==> config.mk <==
export PLATFORM = sky130hd
export DESIGN_NAME = reset_cause_ctrl
export DESIGN_NICKNAME = d
export VERILOG_FILES = /design/src/rstgen_pkg.sv /design/src/code_fault_timer.sv /design/src/reset_cause_ctrl.sv
export SDC_FILE = /design/constraint.sdc
export NUM_CORES = 1
export LEC_CHECK = 0
export ABC_CLOCK_PERIOD_IN_PS = 2400
export BUFFER_PORTS_ARGS = -buffer_cell sky130_fd_sc_hd__clkbuf_2
export CAP_MARGIN = 10
export CELL_PAD_IN_SITES_DETAIL_PLACEMENT = 1
export CELL_PAD_IN_SITES_GLOBAL_PLACEMENT = 1
export CORE_AREA = 8 8 126 128
export DETAILED_ROUTE_END_ITERATION = 12
export DIE_AREA = 0 0 134 136
export HOLD_SLACK_MARGIN = 0.12
export PLACE_DENSITY_LB_ADDON = 0.1
export SLEW_MARGIN = 20
export SYNTH_ARGS = -nofsm -noshare
export SYNTH_HDL_FRONTEND = slang
export SYNTH_SLANG_ARGS = --single-unit
==> constraint.sdc <==
create_clock -name clk_i -period 2.4 [get_ports clk_i]
set_clock_uncertainty 0.2 [all_clocks]
set_input_delay 0.36 -clock clk_i [delete_from_list [all_inputs] [get_ports clk_i]]
set_output_delay 0.36 -clock clk_i [all_outputs]
set_load 0.01 [all_outputs]
==> src/rstgen_pkg.sv <==
// package: register map, field layout, codes and timing of the reset generator
package rstgen_pkg;
    localparam logic [3:0] ADDR_LEVEL     = 4'h0;
    localparam logic [3:0] ADDR_GUARD     = 4'h1;
    localparam logic [3:0] ADDR_WDCTL     = 4'h2;
    localparam logic [3:0] ADDR_CAUSE     = 4'h3;
    localparam logic [3:0] ADDR_STATUS    = 4'h4;
    localparam logic [3:0] ADDR_IRQ_STAT  = 4'h5;
    localparam logic [3:0] ADDR_IRQ_EN    = 4'h6;
    localparam logic [3:0] ADDR_IRQ_CLR   = 4'h7;

    localparam logic [7:0] UV_CODE_2V10   = 8'h55;
    localparam logic [7:0] UV_CODE_2V55   = 8'h33;
    localparam logic [7:0] UV_CODE_3V15   = 8'h99;
    localparam logic [7:0] UV_CODE_3V80   = 8'hAA;
    localparam logic [7:0] LEVEL_RESET    = 8'h55;
    localparam logic [7:0] GUARD_NOP_A    = 8'h55;
    localparam logic [7:0] GUARD_NOP_B    = 8'hAA;
    localparam logic [7:0] GUARD_RESET    = 8'h55;
    localparam logic [4:0] WD_EN_OFF      = 5'h15;
    localparam logic [4:0] WD_EN_ON       = 5'h0A;
    localparam logic [7:0] WDCTL_RESET    = 8'h53;

    localparam int CAUSE_WDOG_BIT         = 0;
    localparam int CAUSE_UVCODE_BIT       = 1;
    localparam int CAUSE_UVEVT_BIT        = 2;
    localparam int CAUSE_GUARD_BIT        = 3;
    localparam int STAT_PDF_BIT           = 0;
    localparam int STAT_TO_BIT            = 1;

    localparam int CLK_HZ                 = 10_000_000;
    localparam int CODE_FAULT_CYCLES      = 2;
    localparam int UV_QUALIFY_CYCLES      = 4;
    localparam int POR_DELAY_US           = 50_000;
    localparam int WDOG_DELAY_US          = 16_700;
    localparam int POR_DELAY_CYC  = (CLK_HZ / 1_000_000) * POR_DELAY_US;
    localparam int WDOG_DELAY_CYC = (CLK_HZ / 1_000_000) * WDOG_DELAY_US;

    typedef enum logic [1:0] {
        CAUSE_NONE  = 2'b00,
        CAUSE_FULL  = 2'b01,
        CAUSE_SOFT  = 2'b11
    } rst_kind_t;

    typedef struct packed {
        logic       read;
        logic       write;
        logic [3:0] address;
        logic [7:0] writedata;
    } bus_req_t;
endpackage : rstgen_pkg

==> src/code_fault_timer.sv <==
// delayed reset request for a code held illegal for a number of cycles
`timescale 1ns/1ns
module code_fault_timer
    import rstgen_pkg::*;
#(
    parameter int CYCLES = 2
) (
    input  wire logic clk_i,
    input  wire logic nrst_i,
    input  wire logic bad_i,
    output logic      fire_o
);
    logic [3:0] cnt_q;
    logic [3:0] cnt_d;

    assign cnt_d  = !bad_i ? 4'h0 : (cnt_q == 4'(CYCLES)) ? cnt_q : cnt_q + 4'h1;
    assign fire_o = bad_i && (cnt_q == 4'(CYCLES));

    always_ff @(posedge clk_i) begin
        if (!nrst_i) cnt_q <= 4'h0;
        else         cnt_q <= cnt_d;
    end
endmodule : code_fault_timer

==> src/reset_cause_ctrl.sv <==
// reset source logic: undervoltage, code guards, watchdog, cause flags, release delay
//
// The Avalon-MM interface to the registers and the address map were chosen for this implementation.
`timescale 1ns/1ns
// Behaviour
// (RULE1) guard code reset sets guard fault flag
// (RULE2) undervoltage reset only after qualification time
// (RULE3) qualified undervoltage reset sets event flag
// (RULE4) four valid level codes select trip
// (RULE5) illegal level code resets after cycles
// (RULE6) illegal level code restores level to 0x55
// (RULE7) real undervoltage reset keeps level register
// (RULE8) undervoltage reset disabled in power-down
// (RULE9) illegal level code sets its fault flag
// (RULE10) cause register upper four bits read zero
// (RULE11) normal watchdog timeout full reset, sets timeout
// (RULE12) sleep timeout clears only pc, sp
// (RULE13) timeout and power-down flag update table
// (RULE14) power-on clears core units, ports input
// (RULE15) power-on or undervoltage release delay 50 ms
// (RULE16) normal watchdog release delay 16.7 ms
// (RULE17) guard codes 0x55/0xAA nop, else reset
// (RULE18) illegal watchdog enable code sets its flag
// (RULE19) all sources one reset, flags before release
module reset_cause_ctrl
    import rstgen_pkg::*;
#(
    parameter int POR_CYC  = POR_DELAY_CYC,
    parameter int WDOG_CYC = WDOG_DELAY_CYC
) (
    input  wire logic        clk_i,
    input  wire logic        nrst_i,
    input  wire logic [3:0]  avs_address_i,
    input  wire logic        avs_read_i,
    input  wire logic        avs_write_i,
    input  wire logic [31:0] avs_writedata_i,
    output logic [31:0]      avs_readdata_o,
    output logic             avs_waitrequest_o,
    input  wire logic        low_supply_i,
    input  wire logic        powerdown_i,
    input  wire logic        sleep_idle_i,
    input  wire logic        wdog_timeout_i,
    output logic [1:0]       uv_trip_sel_o,
    output logic             wdog_enable_o,
    output logic [2:0]       wdog_period_o,
    output logic             core_reset_o,
    output logic             pc_sp_clear_o,
    output logic             irq_o
);
    bus_req_t   req;
    logic       ack_q;
    logic [7:0] level_q, guard_q, wdctl_q;
    logic [3:0] cause_q;
    logic       to_q, pdf_q;
    logic [3:0] irq_stat_q, irq_en_q;
    logic [7:0] rdata_q;
    logic [1:0] kind_q;
    logic [31:0] hold_q;
    logic [3:0] uv_cnt_q;
    logic       pcsp_q;

    assign req = '{avs_read_i, avs_write_i, avs_address_i, avs_writedata_i[7:0]};
    // one wait state: the access completes on the second edge after it is presented
    assign avs_waitrequest_o = (req.read || req.write) && !ack_q;
    wire acc   = (req.read || req.write) && ack_q;
    wire wr    = acc && req.write;
    wire wr_lv = wr && req.address == ADDR_LEVEL;
    wire wr_gd = wr && req.address == ADDR_GUARD;
    wire wr_wd = wr && req.address == ADDR_WDCTL;
    wire wr_cs = wr && req.address == ADDR_CAUSE;
    wire wr_st = wr && req.address == ADDR_STATUS;
    wire wr_ie = wr && req.address == ADDR_IRQ_EN;
    wire wr_ic = wr && req.address == ADDR_IRQ_CLR;

    // code checks
    wire level_ok = level_q == UV_CODE_2V10 || level_q == UV_CODE_2V55 ||
                    level_q == UV_CODE_3V15 || level_q == UV_CODE_3V80;  // [RULE4]
    wire guard_ok = guard_q == GUARD_NOP_A || guard_q == GUARD_NOP_B;    // [RULE17]
    wire wd_ok    = wdctl_q[7:3] == WD_EN_OFF || wdctl_q[7:3] == WD_EN_ON;
    wire in_reset = kind_q != CAUSE_NONE;
    wire lv_fire, gd_fire, wd_fire;

    code_fault_timer #(.CYCLES(CODE_FAULT_CYCLES)) u_lv_timer (
        .clk_i  (clk_i),
        .nrst_i (nrst_i),
        .bad_i  (!level_ok && !in_reset),
        .fire_o (lv_fire)
    );  // [RULE5]
    code_fault_timer #(.CYCLES(CODE_FAULT_CYCLES)) u_gd_timer (
        .clk_i  (clk_i),
        .nrst_i (nrst_i),
        .bad_i  (!guard_ok && !in_reset),
        .fire_o (gd_fire)
    );  // [RULE17]
    code_fault_timer #(.CYCLES(CODE_FAULT_CYCLES)) u_wd_timer (
        .clk_i  (clk_i),
        .nrst_i (nrst_i),
        .bad_i  (!wd_ok && !in_reset),
        .fire_o (wd_fire)
    );

    // undervoltage qualification, off during power-down
    wire uv_low  = low_supply_i && !powerdown_i;  // [RULE8]
    wire uv_fire = uv_low && uv_cnt_q == 4'(UV_QUALIFY_CYCLES) && !in_reset;  // [RULE2]
    wire wd_norm = wdog_timeout_i && !sleep_idle_i && !in_reset;  // [RULE11]
    wire wd_slp  = wdog_timeout_i && sleep_idle_i && !in_reset;   // [RULE12]
    wire full_rst = uv_fire || lv_fire || gd_fire || wd_fire || wd_norm;  // [RULE19]
    wire [3:0] ev  = {gd_fire, uv_fire, lv_fire, wd_fire};
    wire [1:0] sts = {to_q, pdf_q};

    assign uv_trip_sel_o = level_q == UV_CODE_2V55 ? 2'd1 :
                           level_q == UV_CODE_3V15 ? 2'd2 :
                           level_q == UV_CODE_3V80 ? 2'd3 : 2'd0;
    assign wdog_enable_o = wdctl_q[7:3] == WD_EN_ON;
    assign wdog_period_o = wdctl_q[2:0];
    assign core_reset_o  = in_reset;  // [RULE14]
    assign pc_sp_clear_o = pcsp_q;
    assign irq_o         = |(irq_stat_q & irq_en_q);
    assign avs_readdata_o = {24'h0, rdata_q};

    wire [7:0] rd_mux =
        req.address == ADDR_LEVEL    ? level_q :
        req.address == ADDR_GUARD    ? guard_q :
        req.address == ADDR_WDCTL    ? wdctl_q :
        req.address == ADDR_CAUSE    ? {4'h0, cause_q} :  // [RULE10]
        req.address == ADDR_STATUS   ? {6'h0, sts} :
        req.address == ADDR_IRQ_STAT ? {4'h0, irq_stat_q} :
        req.address == ADDR_IRQ_EN   ? {4'h0, irq_en_q} : 8'h00;

    always_ff @(posedge clk_i) begin
        if (!nrst_i) begin
            ack_q   <= 1'b0;
            rdata_q <= 8'h00;
        end else begin
            ack_q   <= avs_waitrequest_o;
            rdata_q <= avs_waitrequest_o ? rd_mux : rdata_q;
        end
    end

    always_ff @(posedge clk_i) begin
        if (!nrst_i) uv_cnt_q <= 4'h0;
        else if (!uv_low) uv_cnt_q <= 4'h0;  // [RULE2]
        else if (uv_cnt_q != 4'(UV_QUALIFY_CYCLES)) uv_cnt_q <= uv_cnt_q + 4'h1;
    end

    // control registers: code faults restore power-on codes, guard and watchdog control kept if undervoltage fires too; real undervoltage keeps level
    always_ff @(posedge clk_i) begin
        if (!nrst_i) begin
            level_q <= LEVEL_RESET;
            guard_q <= GUARD_RESET;
            wdctl_q <= WDCTL_RESET;
        end else begin
            if (lv_fire)    level_q <= LEVEL_RESET;  // [RULE6]
            else if (wr_lv) level_q <= req.writedata;  // [RULE7]
            if (full_rst && !uv_fire) guard_q <= GUARD_RESET;
            else if (wr_gd)           guard_q <= req.writedata;
            if (full_rst && !uv_fire) wdctl_q <= WDCTL_RESET;
            else if (wr_wd)           wdctl_q <= req.writedata;
        end
    end

    // cause flags: hardware set wins over a software clear
    always_ff @(posedge clk_i) begin
        if (!nrst_i) begin
            cause_q <= 4'h0;
        end else begin
            cause_q <= (wr_cs ? (cause_q & req.writedata[3:0]) : cause_q) | ev;  // [RULE1] [RULE3] [RULE9] [RULE18]
        end
    end

    // timeout / power-down flags
    always_ff @(posedge clk_i) begin
        if (!nrst_i) begin
            to_q  <= 1'b0;  // [RULE13]
            pdf_q <= 1'b0;
        end else begin
            to_q  <= (wr_st ? req.writedata[STAT_TO_BIT] & to_q : to_q) | wd_norm | wd_slp;
            pdf_q <= (wr_st ? req.writedata[STAT_PDF_BIT] & pdf_q : pdf_q) | wd_slp;  // [RULE13]
        end
    end

    // internal reset hold with release delay; flags already written at entry
    always_ff @(posedge clk_i) begin
        if (!nrst_i) begin
            kind_q <= CAUSE_FULL;
            hold_q <= 32'(POR_CYC);  // [RULE15]
            pcsp_q <= 1'b0;
        end else begin
            pcsp_q <= wd_slp;  // [RULE12]
            if (full_rst) begin
                kind_q <= CAUSE_FULL;
                hold_q <= wd_norm && !(uv_fire || lv_fire || gd_fire || wd_fire) ?
                          32'(WDOG_CYC) : 32'(POR_CYC);  // [RULE16] [RULE15]
            end else if (in_reset) begin
                hold_q <= hold_q - 32'h1;
                if (hold_q == 32'h1) kind_q <= CAUSE_NONE;
            end
        end
    end

    always_ff @(posedge clk_i) begin
        if (!nrst_i) begin
            irq_stat_q <= 4'h0;
            irq_en_q   <= 4'h0;
        end else begin
            irq_stat_q <= (wr_ic ? irq_stat_q & ~req.writedata[3:0] : irq_stat_q) | ev;
            if (wr_ie) irq_en_q <= req.writedata[3:0];
        end
    end

    property p_uv_flag;
        @(posedge clk_i) disable iff (!nrst_i) uv_fire |=> cause_q[CAUSE_UVEVT_BIT];
    endproperty
    a_uv_flag: assert property (p_uv_flag) else $error("uv flag not set"); // [RULE3]
    property p_lv_restore;
        @(posedge clk_i) disable iff (!nrst_i) lv_fire |=> level_q == LEVEL_RESET && cause_q[1];
    endproperty
    a_lv_restore: assert property (p_lv_restore) else $error("level not restored"); // [RULE6]
    property p_lv_delay;
        @(posedge clk_i) disable iff (!nrst_i)
            $fell(level_ok) && !in_reset ##1 !level_ok [*2] |=> core_reset_o;
    endproperty
    a_lv_delay: assert property (p_lv_delay) else $error("late code fault reset"); // [RULE5]
    property p_guard;
        @(posedge clk_i) disable iff (!nrst_i) gd_fire |=> cause_q[3] && core_reset_o;
    endproperty
    a_guard: assert property (p_guard) else $error("guard fault lost"); // [RULE1]
    // watch the bus port itself, so a wrong mux or a missing zero fill shows
    property p_upper;
        @(posedge clk_i) disable iff (!nrst_i)
            avs_read_i && avs_waitrequest_o && avs_address_i == ADDR_CAUSE
            |=> avs_readdata_o[31:4] == 28'h000_0000;
    endproperty
    a_upper: assert property (p_upper) else $error("cause upper bits set"); // [RULE10]
    property p_pd;
        @(posedge clk_i) disable iff (!nrst_i) powerdown_i |-> !uv_fire;
    endproperty
    a_pd: assert property (p_pd) else $error("uv reset in powerdown"); // [RULE8]
    property p_short;
        @(posedge clk_i) disable iff (!nrst_i) $rose(uv_low) |-> !uv_fire [*3];
    endproperty
    a_short: assert property (p_short) else $error("uv reset too early"); // [RULE2]
    property p_slp;
        @(posedge clk_i) disable iff (!nrst_i)
            wd_slp |=> to_q && pdf_q && pc_sp_clear_o && !core_reset_o;
    endproperty
    a_slp: assert property (p_slp) else $error("sleep timeout wrong"); // [RULE12]
    property p_norm;
        @(posedge clk_i) disable iff (!nrst_i) wd_norm |=> to_q && core_reset_o;
    endproperty
    a_norm: assert property (p_norm) else $error("normal timeout wrong"); // [RULE11]

    // guard code held illegal: reset on the third cycle, as for the level code
    property p_guard_delay;
        @(posedge clk_i) disable iff (!nrst_i)
            $fell(guard_ok) && !in_reset ##1 !guard_ok [*2]
            |=> core_reset_o;
    endproperty
    a_guard_delay: assert property (p_guard_delay) else $error("late guard reset"); // [RULE17]

    // watchdog enable field held illegal: same delay as the other code guards
    property p_wd_delay;
        @(posedge clk_i) disable iff (!nrst_i)
            $fell(wd_ok) && !in_reset ##1 !wd_ok [*2]
            |=> core_reset_o;
    endproperty
    a_wd_delay: assert property (p_wd_delay) else $error("late watchdog code reset"); // [RULE18]

    property p_wd_flag;
        @(posedge clk_i) disable iff (!nrst_i)
            wd_fire |=> cause_q[CAUSE_WDOG_BIT] && core_reset_o;
    endproperty
    a_wd_flag: assert property (p_wd_flag) else $error("watchdog code flag lost"); // [RULE18]

    property p_lv_flag;
        @(posedge clk_i) disable iff (!nrst_i)
            lv_fire |=> cause_q[CAUSE_UVCODE_BIT] && core_reset_o;
    endproperty
    a_lv_flag: assert property (p_lv_flag) else $error("level code flag lost"); // [RULE9]

    // cause bits never drop by themselves; only a bus write may clear them
    property p_cause_sticky;
        @(posedge clk_i) disable iff (!nrst_i)
            !wr_cs |=> (cause_q & $past(cause_q)) == $past(cause_q);
    endproperty
    a_cause_sticky: assert property (p_cause_sticky) else $error("cause bit lost"); // [RULE1]

    // a genuine low supply must not touch the selected trip level
    property p_uv_keep;
        @(posedge clk_i) disable iff (!nrst_i)
            uv_fire && !lv_fire && !wr_lv |=> level_q == $past(level_q);
    endproperty
    a_uv_keep: assert property (p_uv_keep) else $error("level changed by uv reset"); // [RULE7]

    property p_uv_status;
        @(posedge clk_i) disable iff (!nrst_i)
            uv_fire && !wd_norm && !wd_slp && !wr_st
            |=> to_q == $past(to_q) && pdf_q == $past(pdf_q);
    endproperty
    a_uv_status: assert property (p_uv_status) else $error("uv reset moved status"); // [RULE13]

    property p_norm_pdf;
        @(posedge clk_i) disable iff (!nrst_i)
            wd_norm && !wd_slp && !wr_st |=> pdf_q == $past(pdf_q);
    endproperty
    a_norm_pdf: assert property (p_norm_pdf) else $error("normal timeout set pdf"); // [RULE13]

    property p_por_hold;
        @(posedge clk_i) disable iff (!nrst_i)
            uv_fire |=> hold_q == 32'(POR_CYC) && core_reset_o;
    endproperty
    a_por_hold: assert property (p_por_hold) else $error("uv hold wrong"); // [RULE15]

    // the shorter watchdog delay only when nothing else asked for a reset
    property p_wd_hold;
        @(posedge clk_i) disable iff (!nrst_i)
            wd_norm && !(uv_fire || lv_fire || gd_fire || wd_fire)
            |=> hold_q == 32'(WDOG_CYC);
    endproperty
    a_wd_hold: assert property (p_wd_hold) else $error("watchdog hold wrong"); // [RULE16]

    property p_pcsp_src;
        @(posedge clk_i) disable iff (!nrst_i)
            pc_sp_clear_o |-> $past(wd_slp);
    endproperty
    a_pcsp_src: assert property (p_pcsp_src) else $error("stray pc sp clear"); // [RULE12]

    property p_trip_sel;
        @(posedge clk_i) disable iff (!nrst_i)
            level_q == UV_CODE_3V80 |-> uv_trip_sel_o == 2'd3;
    endproperty
    a_trip_sel: assert property (p_trip_sel) else $error("trip select wrong"); // [RULE4]

    // qualification restarts from zero whenever power-down masks the comparator
    property p_uv_off;
        @(posedge clk_i) disable iff (!nrst_i)
            powerdown_i |=> uv_cnt_q == 4'h0;
    endproperty
    a_uv_off: assert property (p_uv_off) else $error("uv counting in powerdown"); // [RULE8]

    // one wait state only: a held request is answered on the next edge
    property p_wait;
        @(posedge clk_i) disable iff (!nrst_i)
            avs_waitrequest_o |=> !avs_waitrequest_o || !(avs_read_i || avs_write_i);
    endproperty
    a_wait: assert property (p_wait) else $error("bus answer late"); // [RULE19]

    property p_irq_set;
        @(posedge clk_i) disable iff (!nrst_i)
            ev != 4'h0 |=> (irq_stat_q & $past(ev)) == $past(ev);
    endproperty
    a_irq_set: assert property (p_irq_set) else $error("irq status not set"); // [RULE19]

    c_uv:  cover property (@(posedge clk_i) disable iff (!nrst_i) uv_fire);
    c_lv:  cover property (@(posedge clk_i) disable iff (!nrst_i) lv_fire);
    c_slp: cover property (@(posedge clk_i) disable iff (!nrst_i) wd_slp);
    c_rel: cover property (@(posedge clk_i) disable iff (!nrst_i) $fell(core_reset_o));
endmodule : reset_cause_ctrl

==> results.toml <==
[outcome]
run_status = "complete, no violations"

[place]
gpl.final_weighted_congestion = 0.779
detailed_place.area_um2 = 5620
dp.cells = 840
numPortBuffers = 37
dp_hpwl_mm = 11.5

[pwr]
pwr_cell_area_nw_per_um2 = 581
vdd.ir_drop.worst_uv = 278
cellLeakagePower_nw = 2.34
post-layout-total-power_mw = 3.49

[clock_tree]
clock_tree.root_cell = "sky130_fd_sc_hd__clkbuf_16"
worst_skew_pair.late_latency_ns = 0.35
clock_tree.buffer_depth = 2
post_cts.repair.setup_buffers = 0
h-tree-depth = 3
clock_transition_at_the_register_clock_pins_on_the_worst_setup_and_hold_paths_after_cts_ns = 0.07
clock_tree_from_tritoncts = "yes"
cts_inserted_buffers = 9
tritoncts_num_sinks = 97

[synth]
synth-compound-area-share_pct = 14.8
synth_sequential_area_ratio_pct = 37.8
synth_top_family_by_area = "simple AND/OR/NAND/NOR gates"
yosys_register_bits = 97
ys_warn_count = 0
synthSimpleGateAreaFrac_pct = 27.8
ys_async_sr_fraction_pct = 0
synthMuxAreaShare_pct = 4.10
synth_edf_count = 0
syn-cell-area_um2 = 5130
postSynthCellCount = 610
syn-mean-instance-area_um2 = 8.41
synth_flop_cell = "sky130_fd_sc_hd__dfxtp_1"
synth_adder_area_share_pct = 2.44
synth_xor_area_share_pct = 5.12
yosys.cell_types.count = 68

[route]
vias = 4505
drc = 0
first_pass_iters = 4
drt_first_iter_violations = 165
finalWirelength_mm = 15.0
wl_met3_um = 433
via_to_cell_ratio = 5.24
final_antenna_net_count = 0
detail_route.wl_per_cell_um = 17.5
top_layer_used = "met4"
met1_wire_length_mm = 6.32
wl_met2_mm = 7.91

[worst_setup_path]
cp-end-kind = "flip-flop"
reg2reg_slack_ns = 0.04
critical-path-top-delay-family = "simple AND/OR/NAND/NOR gates"
critical_path.max_stage_delay_ns = 0.54
crit_fanout = 9
startpoint = "uv_cnt_q[1]$_SDFFE_PN0P_"
critical_path.reg2reg.startpoint = "uv_cnt_q[1]$_SDFFE_PN0P_"
startpoint_type = "flip-flop"
timing.critical_path.required_ns = 2.47
cp_cell_sequence = "inv_1 > ha_4 > nand3b_4 > or4b_4 > and3_4 > a2111oi_4 > mux2i_1"
crit_arrival_ns = 2.43
timing.setup.critical_path_class = "reg -> reg"
worst_r2r_endpoint = "hold_q[9]$_SDFFE_PN0P_"
worst_r2r_path_depth = 7
critPathBufInv = 1
critical_path.slowest_cell = "sky130_fd_sc_hd__or4b_4"

[floorplanning]
floorplan.die_area_um2 = 18200
ios = 86
initial_core_utilization_pct = 36.6
core_region_area_um2 = 14000
die_height_um = 136
die_w_um = 134
num_rows = 44

[grt]
grt_overflow_total = 0
grt_pass1_wl_mm = 24.3
grt_pass1_vias = 4788
largest_net_degree_at_the_start_of_global_routing = 35
globalRouteTotalUtil_pct = 16.8
grt_antenna_before_repair = 0

[finish]
final_area_um2 = 6010
fill_cells = 1717
multiInputGateArea_um2 = 2940
areaGrowthSynthToFinish_pct = 17.2
antenna_cells = 0
area.sequential_um2 = 1940
drive_gt1_share_pct = 17.3
stdcell_count = 860
final_nets = 725

[sta]
report.final.hold_viol_count = 0
slew_violations = 0
timing.final.crit_share_pct = 98.3
tightestPinTransition_ns = 0.588
achievable-frequency_mhz = 424
totalNegativeSetupSlack_ns = 0
setup_viol = 0
fin_worst_hold_slack_ns = 0.125
layout_min_cycle_time_ns = 2.36
worst_slew_margin_relative_to_its_limit_pct = 60.8

[job]
max-cap-violations = 0

[hold_path]
hold_path.startpoint = "wdog_timeout_i"
hold_path_depth = 3
min-delay-path-class = "in -> reg"
min_to = "to_q$_SDFF_PN0_"
[what timing repair did]
action	in CTS	in global routing
gates resized for setup	3	10
hold buffers	4	0
setup endpoints to repair	4	15
pin swaps	0	0
endpoints found under the hold margin	12	0
[state kept, by name (all words and copies together) (netlist names)]
| signal | count |
|---|---|
| ack_q | 1 |
| cause_q | 4 |
| guard_q | 8 |
| hold_q | 32 |
| irq_en_q | 4 |
| irq_stat_q | 4 |
| kind_q | 1 |
| level_q | 8 |
| pc_sp_clear_o | 1 |
| pdf_q | 1 |
| rdata_q | 8 |
| to_q | 1 |
| u_gd_timer.cnt_q | 4 |
| u_lv_timer.cnt_q | 4 |
| u_wd_timer.cnt_q | 4 |
| uv_cnt_q | 4 |
| wdctl_q | 8 |
[kinds of logic (layout without fill, tap and decap cells)]
| kind of cell | after synthesis | after routing |
|---|---|---|
| and+or+nand+nor | 265 | 265 |
| AOI/OAI and AO/OA | 111 | 111 |
| DFF | 97 | 97 |
| buffers and inverters | 75 | 118 |
| xor gates and xnor gates | 30 | 30 |
| muxes | 21 | 21 |
| adders and majority gates | 10 | 10 |
| other | 1 | 24 |
[worst register-to-register path, cell delays in order, from the launching register on]
cell and delay [ns]:
sky130_fd_sc_hd__dfxtp_1 0.34, sky130_fd_sc_hd__inv_1 0.12, sky130_fd_sc_hd__ha_4 0.18, sky130_fd_sc_hd__nand3b_4 0.11, sky130_fd_sc_hd__or4b_4 0.54, sky130_fd_sc_hd__and3_4 0.22, sky130_fd_sc_hd__a2111oi_4 0.33, sky130_fd_sc_hd__mux2i_1 0.25
[Yosys cell counts, types with 6 or more instances]
master | n | area [µm²]
sky130_fd_sc_hd__inv_1 | 20 | 75.1
sky130_fd_sc_hd__xor2_1 | 12 | 105
sky130_fd_sc_hd__and2_1 | 8 | 50.1
sky130_fd_sc_hd__o21ai_0 | 21 | 105
sky130_fd_sc_hd__nand4_1 | 7 | 43.8
sky130_fd_sc_hd__buf_4 | 27 | 203
sky130_fd_sc_hd__nor2b_1 | 15 | 93.8
sky130_fd_sc_hd__nand2_1 | 66 | 248
sky130_fd_sc_hd__nand2b_1 | 20 | 125
sky130_fd_sc_hd__nor2_1 | 53 | 199
sky130_fd_sc_hd__mux2i_1 | 21 | 210
sky130_fd_sc_hd__dfxtp_1 | 97 | 1940
sky130_fd_sc_hd__ha_1 | 10 | 125
sky130_fd_sc_hd__a21boi_0 | 13 | 97.6
sky130_fd_sc_hd__and3_1 | 6 | 37.5
sky130_fd_sc_hd__o22ai_1 | 8 | 50.1
sky130_fd_sc_hd__clkbuf_1 | 20 | 75.1
sky130_fd_sc_hd__nor3_1 | 17 | 85.1
sky130_fd_sc_hd__nor4_1 | 9 | 56.3
sky130_fd_sc_hd__nand3_1 | 25 | 125
sky130_fd_sc_hd__a21oi_1 | 26 | 130
sky130_fd_sc_hd__a22oi_1 | 8 | 60.1
sky130_fd_sc_hd__xnor2_1 | 18 | 158
[stage by stage]
stage | setup WS, ns | util (%)
finish | 0.0410 | 42.8
global route | -0.0197 | 42.8
CTS | 0.00249 | 42.4
detailed placement | -0.0348 | 40.0
global placement | 0.0609 | 40.0
floorplan | 0.00587 | -
[layer usage]
layer	track usage (%)	vias up
li1	-	2215
met1	17.9	2205
met2	31.8	62
met3	2.77	23
met4	7.55	0
met5	0	-
[layout by cell type, fill, tap and decap left out, types with 9 or more instances in the layout]
| master | count |
|---|---|
| sky130_fd_sc_hd__nand2_1 | 65 |
| sky130_fd_sc_hd__nor2b_1 | 15 |
| sky130_fd_sc_hd__a21oi_1 | 26 |
| sky130_fd_sc_hd__inv_1 | 20 |
| sky130_fd_sc_hd__xnor2_1 | 18 |
| sky130_fd_sc_hd__a21boi_0 | 13 |
| sky130_fd_sc_hd__clkbuf_2 | 37 |
| sky130_fd_sc_hd__dfxtp_1 | 96 |
| sky130_fd_sc_hd__xor2_1 | 12 |
| sky130_fd_sc_hd__nand3_1 | 25 |
| sky130_fd_sc_hd__ha_1 | 9 |
| sky130_fd_sc_hd__buf_4 | 41 |
| sky130_fd_sc_hd__nor2_1 | 53 |
| sky130_fd_sc_hd__conb_1 | 24 |
| sky130_fd_sc_hd__mux2i_1 | 21 |
| sky130_fd_sc_hd__clkbuf_16 | 9 |
| sky130_fd_sc_hd__nand2b_1 | 20 |
| sky130_fd_sc_hd__o21ai_0 | 21 |
| sky130_fd_sc_hd__nor3_1 | 17 |
[worst max path at each step]
stage | end | slack, ns | depth (start not counted)
floorplan | hold_q[13]$_SDFFE_PN1P_ | 0.006 | 9
global placement | hold_q[13]$_SDFFE_PN1P_ | 0.06 | 8
detailed placement | hold_q[9]$_SDFFE_PN0P_ | -0.03 | 8
CTS | hold_q[9]$_SDFFE_PN0P_ | 0.002 | 7
global route | hold_q[9]$_SDFFE_PN0P_ | -0.02 | 8
finish | hold_q[9]$_SDFFE_PN0P_ | 0.04 | 7
[where the power goes]
part	internal, mW	switching (mW)	leakage [nW]
clock	0.808	0.644	0.139
sequential	1.64	0.0429	0.785
combinational	0.144	0.212	1.41
[cell type report]
type | instances | share of cell area (%)
Multi-Input combinational cell | 461 | 48.9
Sequential cell | 97 | 32.3
Timing Repair Buffer | 82 | 8.86
Clock buffer | 11 | 3.87
Tap cell | 184 | 3.83
Inverter | 20 | 1.25
Clock inverter | 5 | 0.936
Note: power is estimated with default switching activity, not from simulation.
